$ cat src/include/fsp_pkg.sv
// constants and types for the flash sector protection block
package fsp_pkg;
  localparam int          BUS_AW        = 8;
  localparam int          FLASH_AW      = 16;
  localparam logic [7:0]  ADDR_PROTECT  = 8'h04;
  localparam logic [7:0]  ADDR_STATUS   = 8'h08;
  localparam logic [15:0] NV_PROT_ADDR  = 16'hFF0D;
  localparam int          BIT_POL       = 7;
  localparam int          BIT_SPARE     = 6;
  localparam int          BIT_HDIS      = 5;
  localparam int          BIT_HS_LO     = 3;
  localparam int          BIT_LDIS      = 2;
  localparam int          BIT_LS_LO     = 0;
  localparam int          BIT_VIOL      = 5;
  localparam logic [7:0]  PROT_PRELOAD  = 8'h24;
  localparam logic [15:0] LOW_START     = 16'h4000;
  localparam logic [15:0] HIGH_START_0  = 16'hF800;
  localparam logic [15:0] HIGH_START_1  = 16'hF000;
  localparam logic [15:0] HIGH_START_2  = 16'hE000;
  localparam logic [15:0] HIGH_START_3  = 16'hC000;
  localparam logic [15:0] LOW_END_0     = 16'h41FF;
  localparam logic [15:0] LOW_END_1     = 16'h43FF;
  localparam logic [15:0] LOW_END_2     = 16'h47FF;
  localparam logic [15:0] LOW_END_3     = 16'h4FFF;
  // allowed targets per source scenario {pol,hdis,ldis}, bit n = target n
  localparam logic [63:0] SCEN_ALLOWED  = 64'hFF5A3C18080C0A0F;

  typedef enum logic [1:0] {
    FSP_CMD_PROGRAM = 2'h0,
    FSP_CMD_ERASE   = 2'h1,
    FSP_CMD_MASS    = 2'h2
  } fsp_kind_t;

  typedef struct packed {
    fsp_kind_t             kind;
    logic [FLASH_AW-1:0]   addr;
  } fsp_cmd_t;

  typedef struct packed {
    logic       pol;
    logic       spare;
    logic       hdis;
    logic [1:0] hsize;
    logic       ldis;
    logic [1:0] lsize;
  } fsp_prot_t;

  typedef enum logic [1:0] {
    FSP_ST_LOAD = 2'b01,
    FSP_ST_RUN  = 2'b10
  } fsp_state_t;
endpackage

$ cat src/core/fsp_flash_protect.sv
// protection register, range decode and command screening
`default_nettype none
module fsp_flash_protect
  import fsp_pkg::*;
#(
  parameter int FLASH_W = FLASH_AW
) (
  // clock and reset
  input  wire logic               clk,
  input  wire logic               srst,
  // register port
  input  wire logic [BUS_AW-1:0]  reg_addr,
  input  wire logic [7:0]         reg_wdata,
  input  wire logic               reg_wr,
  input  wire logic               reg_rd,
  output logic [7:0]              reg_rdata,
  // nonvolatile byte from the array
  input  wire logic [7:0]         nv_prot_byte,
  // command request
  input  wire logic               cmd_valid,
  input  wire fsp_cmd_t           cmd_in,
  output logic                    cmd_ready,
  // command result
  output logic                    cmd_launch,
  output logic                    cmd_reject,
  output fsp_cmd_t                cmd_out,
  output logic                    protect_violation_flag
);

  if (FLASH_W != FLASH_AW) begin : g_chk
    $error("flash address width must be 16");
  end

  fsp_state_t state;
  fsp_prot_t  prot;
  fsp_prot_t  next_prot;
  logic       wr_prot;
  logic       wr_stat;
  logic       write_ok;
  logic       take;
  logic       blocked;
  logic [2:0] scen_old;
  logic [2:0] scen_new;
  logic [15:0] high_start;
  logic [15:0] low_end;
  logic       in_high;
  logic       in_low;
  logic       hit;
  logic       is_protected;
  logic       all_open;

  // reset load sequence
  always_ff @(posedge clk) begin
    if (srst) begin
      state <= FSP_ST_LOAD;
    end else begin
      unique case (state)
        FSP_ST_LOAD: state <= FSP_ST_RUN;
        FSP_ST_RUN:  state <= FSP_ST_RUN;
        default:     state <= FSP_ST_LOAD;
      endcase
    end
  end

  assign wr_prot = reg_wr && (reg_addr == ADDR_PROTECT);
  assign wr_stat = reg_wr && (reg_addr == ADDR_STATUS);

  // candidate value of a write, field by field
  always_comb begin
    next_prot       = prot;
    next_prot.pol   = prot.pol & reg_wdata[BIT_POL];
    next_prot.hdis  = reg_wdata[BIT_HDIS];
    next_prot.ldis  = reg_wdata[BIT_LDIS];
    if (prot.hdis) begin
      next_prot.hsize = reg_wdata[BIT_HS_LO +: 2];
    end
    if (prot.ldis) begin
      next_prot.lsize = reg_wdata[BIT_LS_LO +: 2];
    end
  end

  assign scen_old = {prot.pol, prot.hdis, prot.ldis};
  // judge the scenario the write asks for, not the masked one
  assign scen_new = {reg_wdata[BIT_POL], reg_wdata[BIT_HDIS], reg_wdata[BIT_LDIS]};
  assign write_ok = SCEN_ALLOWED[{scen_old, scen_new}];

  // protection register
  always_ff @(posedge clk) begin
    if (srst) begin
      prot <= PROT_PRELOAD;
    end else if (state == FSP_ST_LOAD) begin
      prot <= nv_prot_byte;
    end else if (wr_prot && write_ok) begin
      prot <= next_prot;
    end
  end

  // range decode
  always_comb begin
    unique case (prot.hsize)
      2'h0: high_start = HIGH_START_0;
      2'h1: high_start = HIGH_START_1;
      2'h2: high_start = HIGH_START_2;
      2'h3: high_start = HIGH_START_3;
    endcase
    unique case (prot.lsize)
      2'h0: low_end = LOW_END_0;
      2'h1: low_end = LOW_END_1;
      2'h2: low_end = LOW_END_2;
      2'h3: low_end = LOW_END_3;
    endcase
  end

  assign in_high = cmd_in.addr >= high_start;
  assign in_low  = (cmd_in.addr >= LOW_START) && (cmd_in.addr <= low_end);
  assign hit     = (!prot.hdis && in_high) || (!prot.ldis && in_low);
  // polarity one protects hits, polarity zero protects all but hits
  assign is_protected = prot.pol ? hit : !hit;
  assign all_open     = prot.pol && prot.hdis && prot.ldis;

  // command screening at launch
  assign cmd_ready = (state == FSP_ST_RUN) && !protect_violation_flag;
  assign take      = cmd_valid && cmd_ready;
  assign blocked   = (cmd_in.kind == FSP_CMD_MASS) ? !all_open : is_protected;

  always_ff @(posedge clk) begin
    if (srst) begin
      cmd_launch <= 1'b0;
      cmd_reject <= 1'b0;
    end else begin
      cmd_launch <= take && !blocked;
      cmd_reject <= take && blocked;
    end
  end

  always_ff @(posedge clk) begin
    if (srst) begin
      cmd_out <= '0;
    end else if (take) begin
      cmd_out <= cmd_in;
    end
  end

  // violation flag, set wins over clear
  always_ff @(posedge clk) begin
    if (srst) begin
      protect_violation_flag <= 1'b0;
    end else if (take && blocked) begin
      protect_violation_flag <= 1'b1;
    end else if (wr_stat && reg_wdata[BIT_VIOL]) begin
      protect_violation_flag <= 1'b0;
    end
  end

  // read port, one cycle latency
  always_ff @(posedge clk) begin
    if (srst) begin
      reg_rdata <= '0;
    end else if (reg_rd && reg_addr == ADDR_PROTECT) begin
      reg_rdata <= prot;
    end else if (reg_rd && reg_addr == ADDR_STATUS) begin
      reg_rdata <= 8'(protect_violation_flag) << BIT_VIOL;
    end else begin
      reg_rdata <= '0;
    end
  end
endmodule
`default_nettype wire

$ cat config.mk
export PLATFORM = sky130hd
export DESIGN_NAME = fsp_flash_protect
export DESIGN_NICKNAME = d
export VERILOG_FILES = /design/src/include/fsp_pkg.sv /design/src/core/fsp_flash_protect.sv
export SDC_FILE = /design/constraint.sdc
export NUM_CORES = 1
export LEC_CHECK = 0
export BUFFER_PORTS_ARGS = -buffer_cell sky130_fd_sc_hd__buf_2
export CAP_MARGIN = 15
export CORE_MARGIN = 2
export CORE_UTILIZATION = 41
export DETAILED_ROUTE_END_ITERATION = 7
export MAX_ROUTING_LAYER = met4
export PLACE_DENSITY_LB_ADDON = 0.12
export SLEW_MARGIN = 20
export SYNTH_ARGS = -nofsm -noshare
export SYNTH_HDL_FRONTEND = slang
export SYNTH_SLANG_ARGS = --single-unit
export TNS_END_PERCENT = 50
$ cat constraint.sdc
create_clock -name clk -period 3.4 [get_ports clk]
set_input_delay 0 -clock clk [delete_from_list [all_inputs] [get_ports clk]]
set_output_delay 0 -clock clk [all_outputs]
set_load 0.02 [all_outputs]
==> impl_metrics.py, run 1 <==
metrics = {
    "outcome": {
        "status": "finished, final reports clean",
    },
    "synthesis": {
        "synth.distinct_cells": 42,
        "ys_dominant_reg_cell": "sky130_fd_sc_hd__dfxtp_1",
        "postSynthRegisterBits": 39,
        "avgSynthCellArea_um2": 8.70,
        "synth.net_count": 275,
        "ffs_w_async_s_r_synth_pct": 0,
        "synthesis.instances": 218,
        "portion_of_the_post_synthesis_area_used_by_sequential_elements_pct": 41.2,
        "netlist_area_mm2": 0.00190,
        "synth_warnings": 0,
        "synth_enable_flop_cells": 0,
    },
    "placed_design": {
        "dp.cells": 334,
        "dp_hpwl_um": 3200,
        "port-buffer-count": 75,
        "gp_congestion": 0.781,
    },
    "power": {
        "vdd_drop_max_mv": 0.394,
        "total_power_mw": 1.48,
        "cellLeakagePower_nw": 1.20,
        "power.density_cell_area_mw_per_mm2": 561,
    },
    "sta": {
        "setup_viol": 0,
        "maxClockFrequency_ghz": 0.450,
        "period_needed_ns": 2.22,
        "max_slew.worst_pin.slew_ns": 0.757,
        "fin_skew_ns": 0.00147,
        "sum_neg_setup_slack_ns": 0,
        "min_period_over_period_pct": 65.3,
        "hold_viol": 0,
        "max_transition_viols_final": 0,
        "grt_setup_unrepaired": "no",
        "slew_headroom_pct": 49.4,
    },
    "floorplanning": {
        "die_height_um": 72.0,
        "die_w_um": 72.0,
        "start_util_pct": 43.0,
        "design.die.area_mm2": 0.00519,
        "core_mm2": 0.00441,
        "ios": 77,
        "rows": 24,
    },
    "hold_path": {
        "holdCritPathClass": "input port to register",
    },
    "setup_path": {
        "worstSetupPathType": "register to register",
        "r2r_cells": 7,
        "worst-endpoint-required_ns": 3.59,
        "worstSetupStartpointType": "register",
        "crit_fanout": 5,
        "timing.critical_path.to_type": "register",
        "crit_start": "prot[4]$_SDFFE_PP0P_",
        "worstPathArrival_ns": 2.41,
        "worst_r2r_setup_slack_ns": 1.18,
        "reg2reg_to": "protect_violation_flag$_SDFFE_PP0P_",
        "regToRegStartpoint": "prot[4]$_SDFFE_PP0P_",
        "critical_path.endpoint": "protect_violation_flag$_SDFFE_PP0P_",
    },
    "global_routing": {
        "antenna_found_initial": 0,
        "first_pass_grt_wire_length_um": 7500,
        "grt_start_max_net_pins": 41,
        "global_route.usage.total_pct": 18.8,
        "grt.overflow.total": 0,
        "grt_pass1_vias": 1728,
    },
    "cts": {
        "cts_tree": "yes",
        "htreeDepth": 2,
        "ctsResizeCount": 0,
        "cts.sinks": 39,
        "cts_made_buffers": 5,
        "cts.repair_timing.setup_buffer_count": 0,
        "cts_root_buf": "sky130_fd_sc_hd__clkbuf_8",
        "clk_pin_slew_worst_paths_ns": 0.08,
        "clock_tree.buffer_depth": 2,
        "worstSkewPairLatency_ns": 0.29,
    },
    "detailed_routing": {
        "wl_per_cell_um": 12.6,
        "avgViaCountPerCell": 4.98,
        "ant_nets": 0,
        "1st_iter_drt_viols": 93,
        "route.final.wire_length_um": 4580,
        "drc_errors": 0,
        "vias": 1801,
        "drt_first_pass_iters": 4,
    },
    "cells_and_area": {
        "finalCoreUtilization_pct": 59.6,
        "antennaDiodeCount": 0,
        "layout.cells.most_common": "sky130_fd_sc_hd__buf_2",
        "final_net_count": 366,
        "final_cell_count_no_fill": 362,
        "final_layout_size_suffix_gt1_share_pct": 29.7,
        "syn2layout_area_growth_pct": 38.8,
        "layout.cells.most_common_list": "sky130_fd_sc_hd__buf_2 (75), sky130_fd_sc_hd__nand2_1 (41), sky130_fd_sc_hd__dfxtp_1 (39), sky130_fd_sc_hd__a21oi_1 (21), sky130_fd_sc_hd__dlygate4sd3_1 (20)",
    },
    "run": {
        "drv_cap": 0,
    },
}
-- metal layers --
| metal | global-route usage, % | part of all wire, % | up-vias |
|---|---|---|---|
| li1 | - | - | 948 |
| met4 | 5.66 | 1.0 | 0 |
| met1 | 23.3 | 49 | 805 |
| met3 | 4.58 | 4.6 | 4 |
| met2 | 30.3 | 46 | 44 |
| met5 | - | 0 | - |
-- sequential cells by signal, summed over array words and instances, names as in the netlist --
register and cells:
cmd_launch 1, cmd_out 18, cmd_reject 1, next_prot 1, prot 7, protect_violation_flag 1
reg_rdata 8, state 2
-- repair_timing --
| action | CTS | global route |
|---|---|---|
| hold endpoints to repair | 20 | 0 |
| setup endpoints to repair | 0 | 0 |
| hold buffers | 20 | 0 |
-- report_power, final --
group | internal [mW] | switching (mW)
clock | 0.293 | 0.164
combinational | 0.200 | 0.230
sequential | 0.522 | 0.0677
total | 1.01 | 0.462
-- how the worst min path moves through the flow --
stage	slack, ns	depth (start not counted)	start	endpoint
3_3_place_gp	0.25	3	nv_prot_byte[6]	next_prot[6]$_SDFFE_PP0P_
2_1_floorplan	0.14	2	cmd_in[0]	cmd_out[0]$_SDFFE_PP0P_
6_report	0.005	3	reg_rd	reg_rdata[5]$_SDFF_PP0_
3_5_place_dp	0.26	3	nv_prot_byte[6]	next_prot[6]$_SDFFE_PP0P_
4_1_cts	0.003	3	reg_rd	reg_rdata[5]$_SDFF_PP0_
5_1_grt	0.03	3	reg_rd	reg_rdata[5]$_SDFF_PP0_
-- synth_stat cells (2+ instances only) --
cell type                   number  share of area [%]
sky130_fd_sc_hd__nand2_1        41                8.1
sky130_fd_sc_hd__dfxtp_1        39                 41
sky130_fd_sc_hd__a21oi_1        21                5.5
sky130_fd_sc_hd__nor2_1         14                2.8
sky130_fd_sc_hd__and2_1         10                3.3
sky130_fd_sc_hd__clkbuf_1       10                2.0
sky130_fd_sc_hd__ha_1           10                6.6
sky130_fd_sc_hd__inv_1           9                1.8
sky130_fd_sc_hd__nor2b_1         8                2.6
sky130_fd_sc_hd__mux2i_1         5                2.6
sky130_fd_sc_hd__mux2_1          4                2.4
sky130_fd_sc_hd__nor3b_1         4                1.6
sky130_fd_sc_hd__nor4_1          4                1.3
sky130_fd_sc_hd__nand4_1         3               0.99
sky130_fd_sc_hd__nor3_1          3               0.79
sky130_fd_sc_hd__a2111oi_0       2               0.92
sky130_fd_sc_hd__a311o_1         2                1.1
sky130_fd_sc_hd__a311oi_1        2               0.92
sky130_fd_sc_hd__a31oi_2         2                1.3
sky130_fd_sc_hd__o21ai_0         2               0.53
sky130_fd_sc_hd__o41ai_2         2                1.7
-- cells by family after synthesis --
logic type / after synthesis / synth area share, %
simple gates: 95 / 24.9
compound gates: 44 / 17.2
flops: 39 / 41.2
buf+inv: 20 / 3.96
mux: 10 / 6.20
fa+ha+maj: 10 / 6.60
-- stage by stage --
stage	setup WS, ns	instance area (um2)	hold slack, ns
finish	1.18	2630	0.00473
global route	1.02	2630	0.0267
CTS	1.17	2630	0.00335
detailed placement	1.18	2300	0.262
global placement	1.24	2300	0.248
floorplan	1.41	1900	0.136
-- critical path, stage by stage (launching register included) --
cell,delay [ns]
sky130_fd_sc_hd__dfxtp_1,0.40
sky130_fd_sc_hd__nor2_1,0.07
sky130_fd_sc_hd__ha_1,0.27
sky130_fd_sc_hd__or4b_1,0.44
sky130_fd_sc_hd__nor4_1,0.19
sky130_fd_sc_hd__a32oi_1,0.13
sky130_fd_sc_hd__a32o_2,0.31
sky130_fd_sc_hd__o41ai_2,0.30
-- final cells by class --
type | count | area, um2
multi-input combinational | 159 | 1040
clock inverter | 3 | 67.6
sequential | 39 | 781
timing repair buffer | 95 | 576
inverter | 9 | 33.8
clock buffer | 5 | 68.8
tap | 52 | 65.1
fill | 405 | 1780
Note: power is estimated with default switching activity, not from simulation.
==> run 2: changes to the inputs <==
clock period = 2 ns   (was 3.4 ns; I/O delays follow)
==> run 2 against run 1 <==
Effect of this change:
- the flow now finishes with violations (negative setup slack)
- critical path depth did not move
- sequential share of layout area fell by 1.2 points
- design area rose by 4.2%
- global-route usage rose by 0.89 points
- worst setup slack got worse by 1.2 ns
- total power rose by 76%
- worst hold slack improved by 0.011 ns
- final cell count rose by 2.5%
- via count rose by 4.3%
- first-iteration DRC count fell by 19%
- critical endpoint is now cmd_reject$_SDFF_PP0_
- largest cell class unchanged
==> impl_metrics.py, run 2 (synthesis results as in run 1) <==
metrics = {
    "detailed_routing": {
        "route.final.wire_length_um": 4940,
        "wl_per_cell_um": 13.3,
        "avgViaCountPerCell": 5.06,
        "drc_errors": 0,
        "1st_iter_drt_viols": 75,
        "drt_first_pass_iters": 4,
        "vias": 1879,
        "ant_nets": 0,
    },
    "sta": {
        "grt_setup_unrepaired": "yes",
        "fin_skew_ns": 0.00530,
        "max_slew.worst_pin.slew_ns": 0.541,
        "setup_ws_ns": -0.0604,
        "min_period_over_period_pct": 103,
        "setup_viol": 3,
        "hold_viol": 0,
        "maxClockFrequency_ghz": 0.485,
        "period_needed_ns": 2.06,
        "max_transition_viols_final": 0,
        "slew_headroom_pct": 63.6,
    },
    "cells_and_area": {
        "final_cell_count_no_fill": 371,
        "syn2layout_area_growth_pct": 44.7,
        "final_layout_size_suffix_gt1_share_pct": 32.9,
        "finish.instance_area_mm2": 0.00274,
        "largest_register_ff_count": 18,
        "max_flop_register": "cmd_out",
        "final_net_count": 375,
        "layout.cells.most_common_list": "sky130_fd_sc_hd__buf_2 (75), sky130_fd_sc_hd__nand2_1 (41), sky130_fd_sc_hd__dfxtp_1 (38), sky130_fd_sc_hd__a21oi_1 (21), sky130_fd_sc_hd__dlygate4sd3_1 (21)",
        "reg_top3": "cmd_out (18), reg_rdata (8), prot (7)",
        "antennaDiodeCount": 0,
        "layout.cells.most_common": "sky130_fd_sc_hd__buf_2",
    },
    "cts": {
        "htreeDepth": 2,
        "cts_made_buffers": 5,
        "cts_root_buf": "sky130_fd_sc_hd__clkbuf_8",
        "worstSkewPairLatency_ns": 0.28,
        "cts_tree": "yes",
        "clock_tree.buffer_depth": 2,
        "clk_pin_slew_worst_paths_ns": 0.08,
        "cts.sinks": 39,
    },
    "outcome": {
        "status": "finished with violations",
        "violations": "negative setup slack",
    },
    "placed_design": {
        "dp_hpwl_um": 3460,
        "port-buffer-count": 75,
        "gp_congestion": 0.846,
        "dpl-instance-area_mm2": 0.00236,
        "pre_cts_slack_ns": -0.0896,
        "dp.cells": 342,
    },
    "setup_path": {
        "timing.critical_path.to_type": "register",
        "worstSetupStartpointType": "register",
        "worstSetupPathType": "register to register",
        "crit_fanout": 3,
        "worstPathArrival_ns": 2.22,
        "worst_r2r_setup_slack_ns": -0.06,
        "worst-endpoint-required_ns": 2.16,
    },
    "power": {
        "cellLeakagePower_nw": 1.26,
        "power.density_cell_area_mw_per_mm2": 945,
        "vdd_drop_max_mv": 0.543,
    },
    "floorplanning": {
        "die_w_um": 72.0,
        "ios": 77,
        "rows": 24,
        "core_mm2": 0.00441,
        "design.die.area_mm2": 0.00519,
        "start_util_pct": 43.0,
        "die_height_um": 72.0,
    },
    "global_routing": {
        "global_route.usage.total_pct": 19.7,
        "grt_pass1_vias": 1734,
        "grt_start_max_net_pins": 40,
        "grt.overflow.total": 0,
        "antenna_found_initial": 0,
        "first_pass_grt_wire_length_um": 7910,
    },
    "hold_path": {
        "holdCritPathClass": "input port to register",
    },
    "run": {
        "drv_cap": 0,
    },
}
-- run 2: cell count changes in the layout (fill, tap and decap cells not counted), sizes merged --
cell,change
dlygate4sd3,+1
buf,+8
-- run 2: final timing paths --
check / start / end / depth (start not counted)
hold / removal: srst / reg_rdata[5]$_SDFF_PP0_ / 3
setup reg to reg: prot[4]$_SDFFE_PP0P_ / cmd_reject$_SDFF_PP0_ / 7
hold reg to reg: cmd_out[2]$_SDFFE_PP0P_ / cmd_out[2]$_SDFFE_PP0P_ / 2
setup / recovery: prot[4]$_SDFFE_PP0P_ / cmd_reject$_SDFF_PP0_ / 7
-- run 2: routing by layer --
layer  GRT usage (%)  up-vias  wire [um]
li1                -      968          -
met3            4.03        2        260
met4            5.03        0         23
met5               -        -          0
met1            24.9      852       2340
met2            32.2       57       2320
-- run 2: worst max-delay path, cell delays in order, from the launching register on --
cell and delay (ns):
sky130_fd_sc_hd__dfxtp_1 0.35, sky130_fd_sc_hd__nor2_2 0.05, sky130_fd_sc_hd__ha_1 0.27, sky130_fd_sc_hd__or4b_4 0.47, sky130_fd_sc_hd__nor4_4 0.16, sky130_fd_sc_hd__a32oi_2 0.11
sky130_fd_sc_hd__o41ai_4 0.44, sky130_fd_sc_hd__nor4_1 0.09
-- run 2: repair_timing --
| item | in CTS | in global routing |
|---|---|---|
| setup endpoints to repair | 3 | 3 |
| resized for setup | 1 | 6 |
| buffers inserted | 0 | 0 |
| pin swaps | 5 | 5 |
| hold endpoints to repair | 21 | 0 |
| hold buffers | 21 | 0 |
-- run 2: area by class of cell --
class                   count  area (um2)
clock buffers               5        68.8
clock inverters             3        67.6
fillers                   374        1670
inverters                   9        33.8
multi-input cells         159        1080
flip-flops and latches     39         782
well taps                  52        65.1
repair buffers            104         646
-- run 2: stage by stage --
stage	hold WS (ns)	utilization, %	TNS (ns)	total power, mW
4_1_cts	0.00424	61.3	-0.105	2.59
5_1_grt	0.0108	62.2	-0.500	2.75
6_report	0.0153	62.2	-0.157	2.59
3_5_place_dp	0.246	53.4	-0.116	1.78
3_3_place_gp	0.251	53.4	-0.0388	1.77
2_1_floorplan	0.136	-	0	1.51
-- run 2: power breakdown --
group          total (mW)  internal, mW  switching, mW  leakage, nW
combinational       0.842         0.397          0.445        0.877
clock               0.773         0.497          0.275       0.0644
sequential          0.978         0.889         0.0894        0.317
==> run 3: changes to the inputs <==
PLACE_DENSITY = 0.73   (was not set)
PLACE_DENSITY_LB_ADDON = not set   (was 0.12)
==> run 3 against run 2 <==
Effect of this change:
- the flow now finishes without violations
- final cell count down 0.54%
- worst setup slack better by 0.094 ns
- utilization down 1.5 points
- combinational power rose by 2.9%
- worst hold slack worse by 0.011 ns
- routed wire length rose by 1.2%
- critical path depth did not move
- sequential power is essentially flat
- sequential cell count did not move
- die area stayed put
- sequential share of layout area grew 0.80 points
- global-route usage increased by 1.0 points
- largest cell class unchanged
==> impl_metrics.py, run 3 (synthesis results as in run 1) <==
metrics = {
    "floorplanning": {
        "die_height_um": 72.0,
        "rows": 24,
        "design.die.area_mm2": 0.00519,
        "core_mm2": 0.00441,
        "die_w_um": 72.0,
        "ios": 77,
        "start_util_pct": 43.0,
    },
    "cts": {
        "cts.repair_timing.setup_buffer_count": 0,
        "worstSkewPairLatency_ns": 0.28,
        "cts_made_buffers": 5,
        "clk_pin_slew_worst_paths_ns": 0.07,
        "cts_tree": "yes",
        "cts_root_buf": "sky130_fd_sc_hd__clkbuf_8",
        "clock_tree.buffer_depth": 2,
        "cts.sinks": 39,
        "htreeDepth": 2,
    },
    "sta": {
        "max_slew.worst_pin.slew_ns": 0.588,
        "setup_viol": 0,
        "grt_setup_unrepaired": "yes",
        "max_transition_viols_final": 0,
        "finalHoldWorstSlack_ns": 0.00429,
        "min_period_over_period_pct": 98.3,
        "fin_skew_ns": 0.00574,
        "hold_viol": 0,
        "setup_ws_ns": 0.0335,
        "slew_headroom_pct": 60.4,
        "sum_neg_setup_slack_ns": 0,
        "period_needed_ns": 1.97,
        "maxClockFrequency_ghz": 0.509,
    },
    "setup_path": {
        "crit_fanout": 3,
        "worst_r2r_setup_slack_ns": 0.03,
        "crit_path_max_incr_delay_ns": 0.46,
        "reg2reg_to": "protect_violation_flag$_SDFFE_PP0P_",
        "worstPathArrival_ns": 2.16,
        "timing.critical_path.to_type": "register",
        "worstSetupPathType": "register to register",
        "critical_path.slowest_cell": "sky130_fd_sc_hd__or4b_4",
        "worst-endpoint-required_ns": 2.19,
        "worstSetupStartpointType": "register",
        "r2r_cells": 7,
        "crit_path_cell_trace": "nor2_1 > ha_1 > or4b_4 > nor4_4 > a32oi_2 > a32o_2 > o41ai_2",
        "crit_start": "prot[4]$_SDFFE_PP0P_",
        "regToRegStartpoint": "prot[4]$_SDFFE_PP0P_",
    },
    "hold_path": {
        "instance_count_along_the_most_critical_hold_path": 3,
        "hold-path-endpoint": "reg_rdata[5]$_SDFF_PP0_",
        "holdCritPathClass": "input port to register",
        "min_from": "reg_rd",
    },
    "global_routing": {
        "global_route.usage.total_pct": 20.7,
        "first_pass_grt_wire_length_um": 8250,
        "antenna_found_initial": 0,
        "grt.overflow.total": 0,
        "grt_pass1_vias": 1868,
        "grt_start_max_net_pins": 25,
    },
    "power": {
        "power.density_cell_area_mw_per_mm2": 873,
        "switching_power_uw": 794,
        "seqPwrFrac_pct": 41.8,
        "swShare_pct": 34.0,
        "total_power_mw": 2.34,
        "cellLeakagePower_nw": 1.23,
        "vdd_drop_max_mv": 0.531,
        "power_frac_comb_pct": 37.0,
        "p_clk_share_pct": 21.2,
        "power_report.internal_total_mw": 1.54,
    },
    "cells_and_area": {
        "antennaDiodeCount": 0,
        "layout.cells.most_common": "sky130_fd_sc_hd__buf_2",
        "final_net_count": 373,
        "largest_register_ff_count": 18,
        "finish.instance_area_mm2": 0.00268,
        "syn2layout_area_growth_pct": 41.2,
        "final_cell_count_no_fill": 369,
        "reg_top3": "cmd_out (18), reg_rdata (8), prot (7)",
        "layout.cells.most_common_list": "sky130_fd_sc_hd__buf_2 (75), sky130_fd_sc_hd__nand2_1 (40), sky130_fd_sc_hd__dfxtp_1 (36), sky130_fd_sc_hd__a21oi_1 (20), sky130_fd_sc_hd__dlygate4sd3_1 (18)",
        "fillerInstances": 395,
        "final_layout_size_suffix_gt1_share_pct": 34.1,
        "max_flop_register": "cmd_out",
        "finalCoreUtilization_pct": 60.7,
    },
    "placed_design": {
        "pre_cts_slack_ns": -0.154,
        "dpl-instance-area_mm2": 0.00236,
        "port-buffer-count": 75,
        "dp.cells": 343,
        "dp_hpwl_um": 3620,
        "gp_congestion": 0.861,
    },
    "outcome": {
        "status": "finished, final reports clean",
    },
    "detailed_routing": {
        "drc_errors": 0,
        "vias": 1936,
        "drt_first_pass_iters": 4,
        "avgViaCountPerCell": 5.25,
        "1st_iter_drt_viols": 109,
        "route.final.wire_length_um": 5000,
        "ant_nets": 0,
        "wl_per_cell_um": 13.6,
    },
    "run": {
        "drv_cap": 0,
    },
}
-- run 3: cell count changes in the layout (fill, tap and decap cells not counted), moves of 2 or more --
| cell | before | now |
|---|---|---|
| sky130_fd_sc_hd__dlygate4sd3_1 | 21 | 18 |
| sky130_fd_sc_hd__clkbuf_1 | 0 | 2 |
| sky130_fd_sc_hd__dfxtp_1 | 38 | 36 |
| sky130_fd_sc_hd__dfxtp_2 | 1 | 3 |
| sky130_fd_sc_hd__bufinv_16 | 2 | 0 |
-- run 3: critical path: cells and delay by family (launching register included) --
| kind | cells | cell delay (ns) |
|---|---|---|
| AND/OR/NAND/NOR | 3 | 0.67 |
| adder cells (fa/ha/maj) | 1 | 0.26 |
| AO/OA/AOI/OAI | 3 | 0.62 |
| flip-flops | 1 | 0.33 |
-- run 3: metal layers --
| layer | track usage (%) | part of all wire (%) | vias to the layer above |
|---|---|---|---|
| met3 | 3.47 | 5.6 | 17 |
| met1 | 24.1 | 43 | 888 |
| met4 | 10.7 | 3.5 | 0 |
| met2 | 34.4 | 48 | 71 |
| li1 | - | - | 960 |
| met5 | - | 0 | - |
-- run 3: worst max path at each step --
stage | to | slack [ns] | cells past startpoint
floorplan | protect_violation_flag$_SDFFE_PP0P_ | 0.007 | 7
global placement | protect_violation_flag$_SDFFE_PP0P_ | -0.009 | 7
detailed placement | protect_violation_flag$_SDFFE_PP0P_ | -0.15 | 7
CTS | protect_violation_flag$_SDFFE_PP0P_ | -0.11 | 7
global route | protect_violation_flag$_SDFFE_PP0P_ | -0.03 | 8
finish | protect_violation_flag$_SDFFE_PP0P_ | 0.03 | 7
-- run 3: cell type report --
cell class / count / area [um2] / area share [%]
repair buffers: 102 / 623 / 23.3
well taps: 52 / 65.1 / 2.43
multi-input cells: 159 / 1090 / 40.7
clock inverters: 1 / 5.00 / 0.187
clock buffers: 7 / 76.3 / 2.85
flip-flops and latches: 39 / 785 / 29.3
inverters: 9 / 33.8 / 1.26
-- run 3: timing repair --
item | CTS | global route
resized for setup | 7 | 4
pin swaps | 6 | 1
hold buffers | 18 | 0
endpoints found under the setup margin | 3 | 3
hold endpoints to repair | 18 | 0
-- run 3: power groups by stage --
stage / Sequential [mW] / Combinational (mW) / Clock, mW
2_1_floorplan: 1.01 / 0.501 / 0
3_3_place_gp: 0.981 / 0.786 / 0
3_5_place_dp: 0.984 / 0.806 / 0
4_1_cts: 0.972 / 0.856 / 0.506
5_1_grt: 0.991 / 0.957 / 0.542
6_report: 0.977 / 0.866 / 0.495
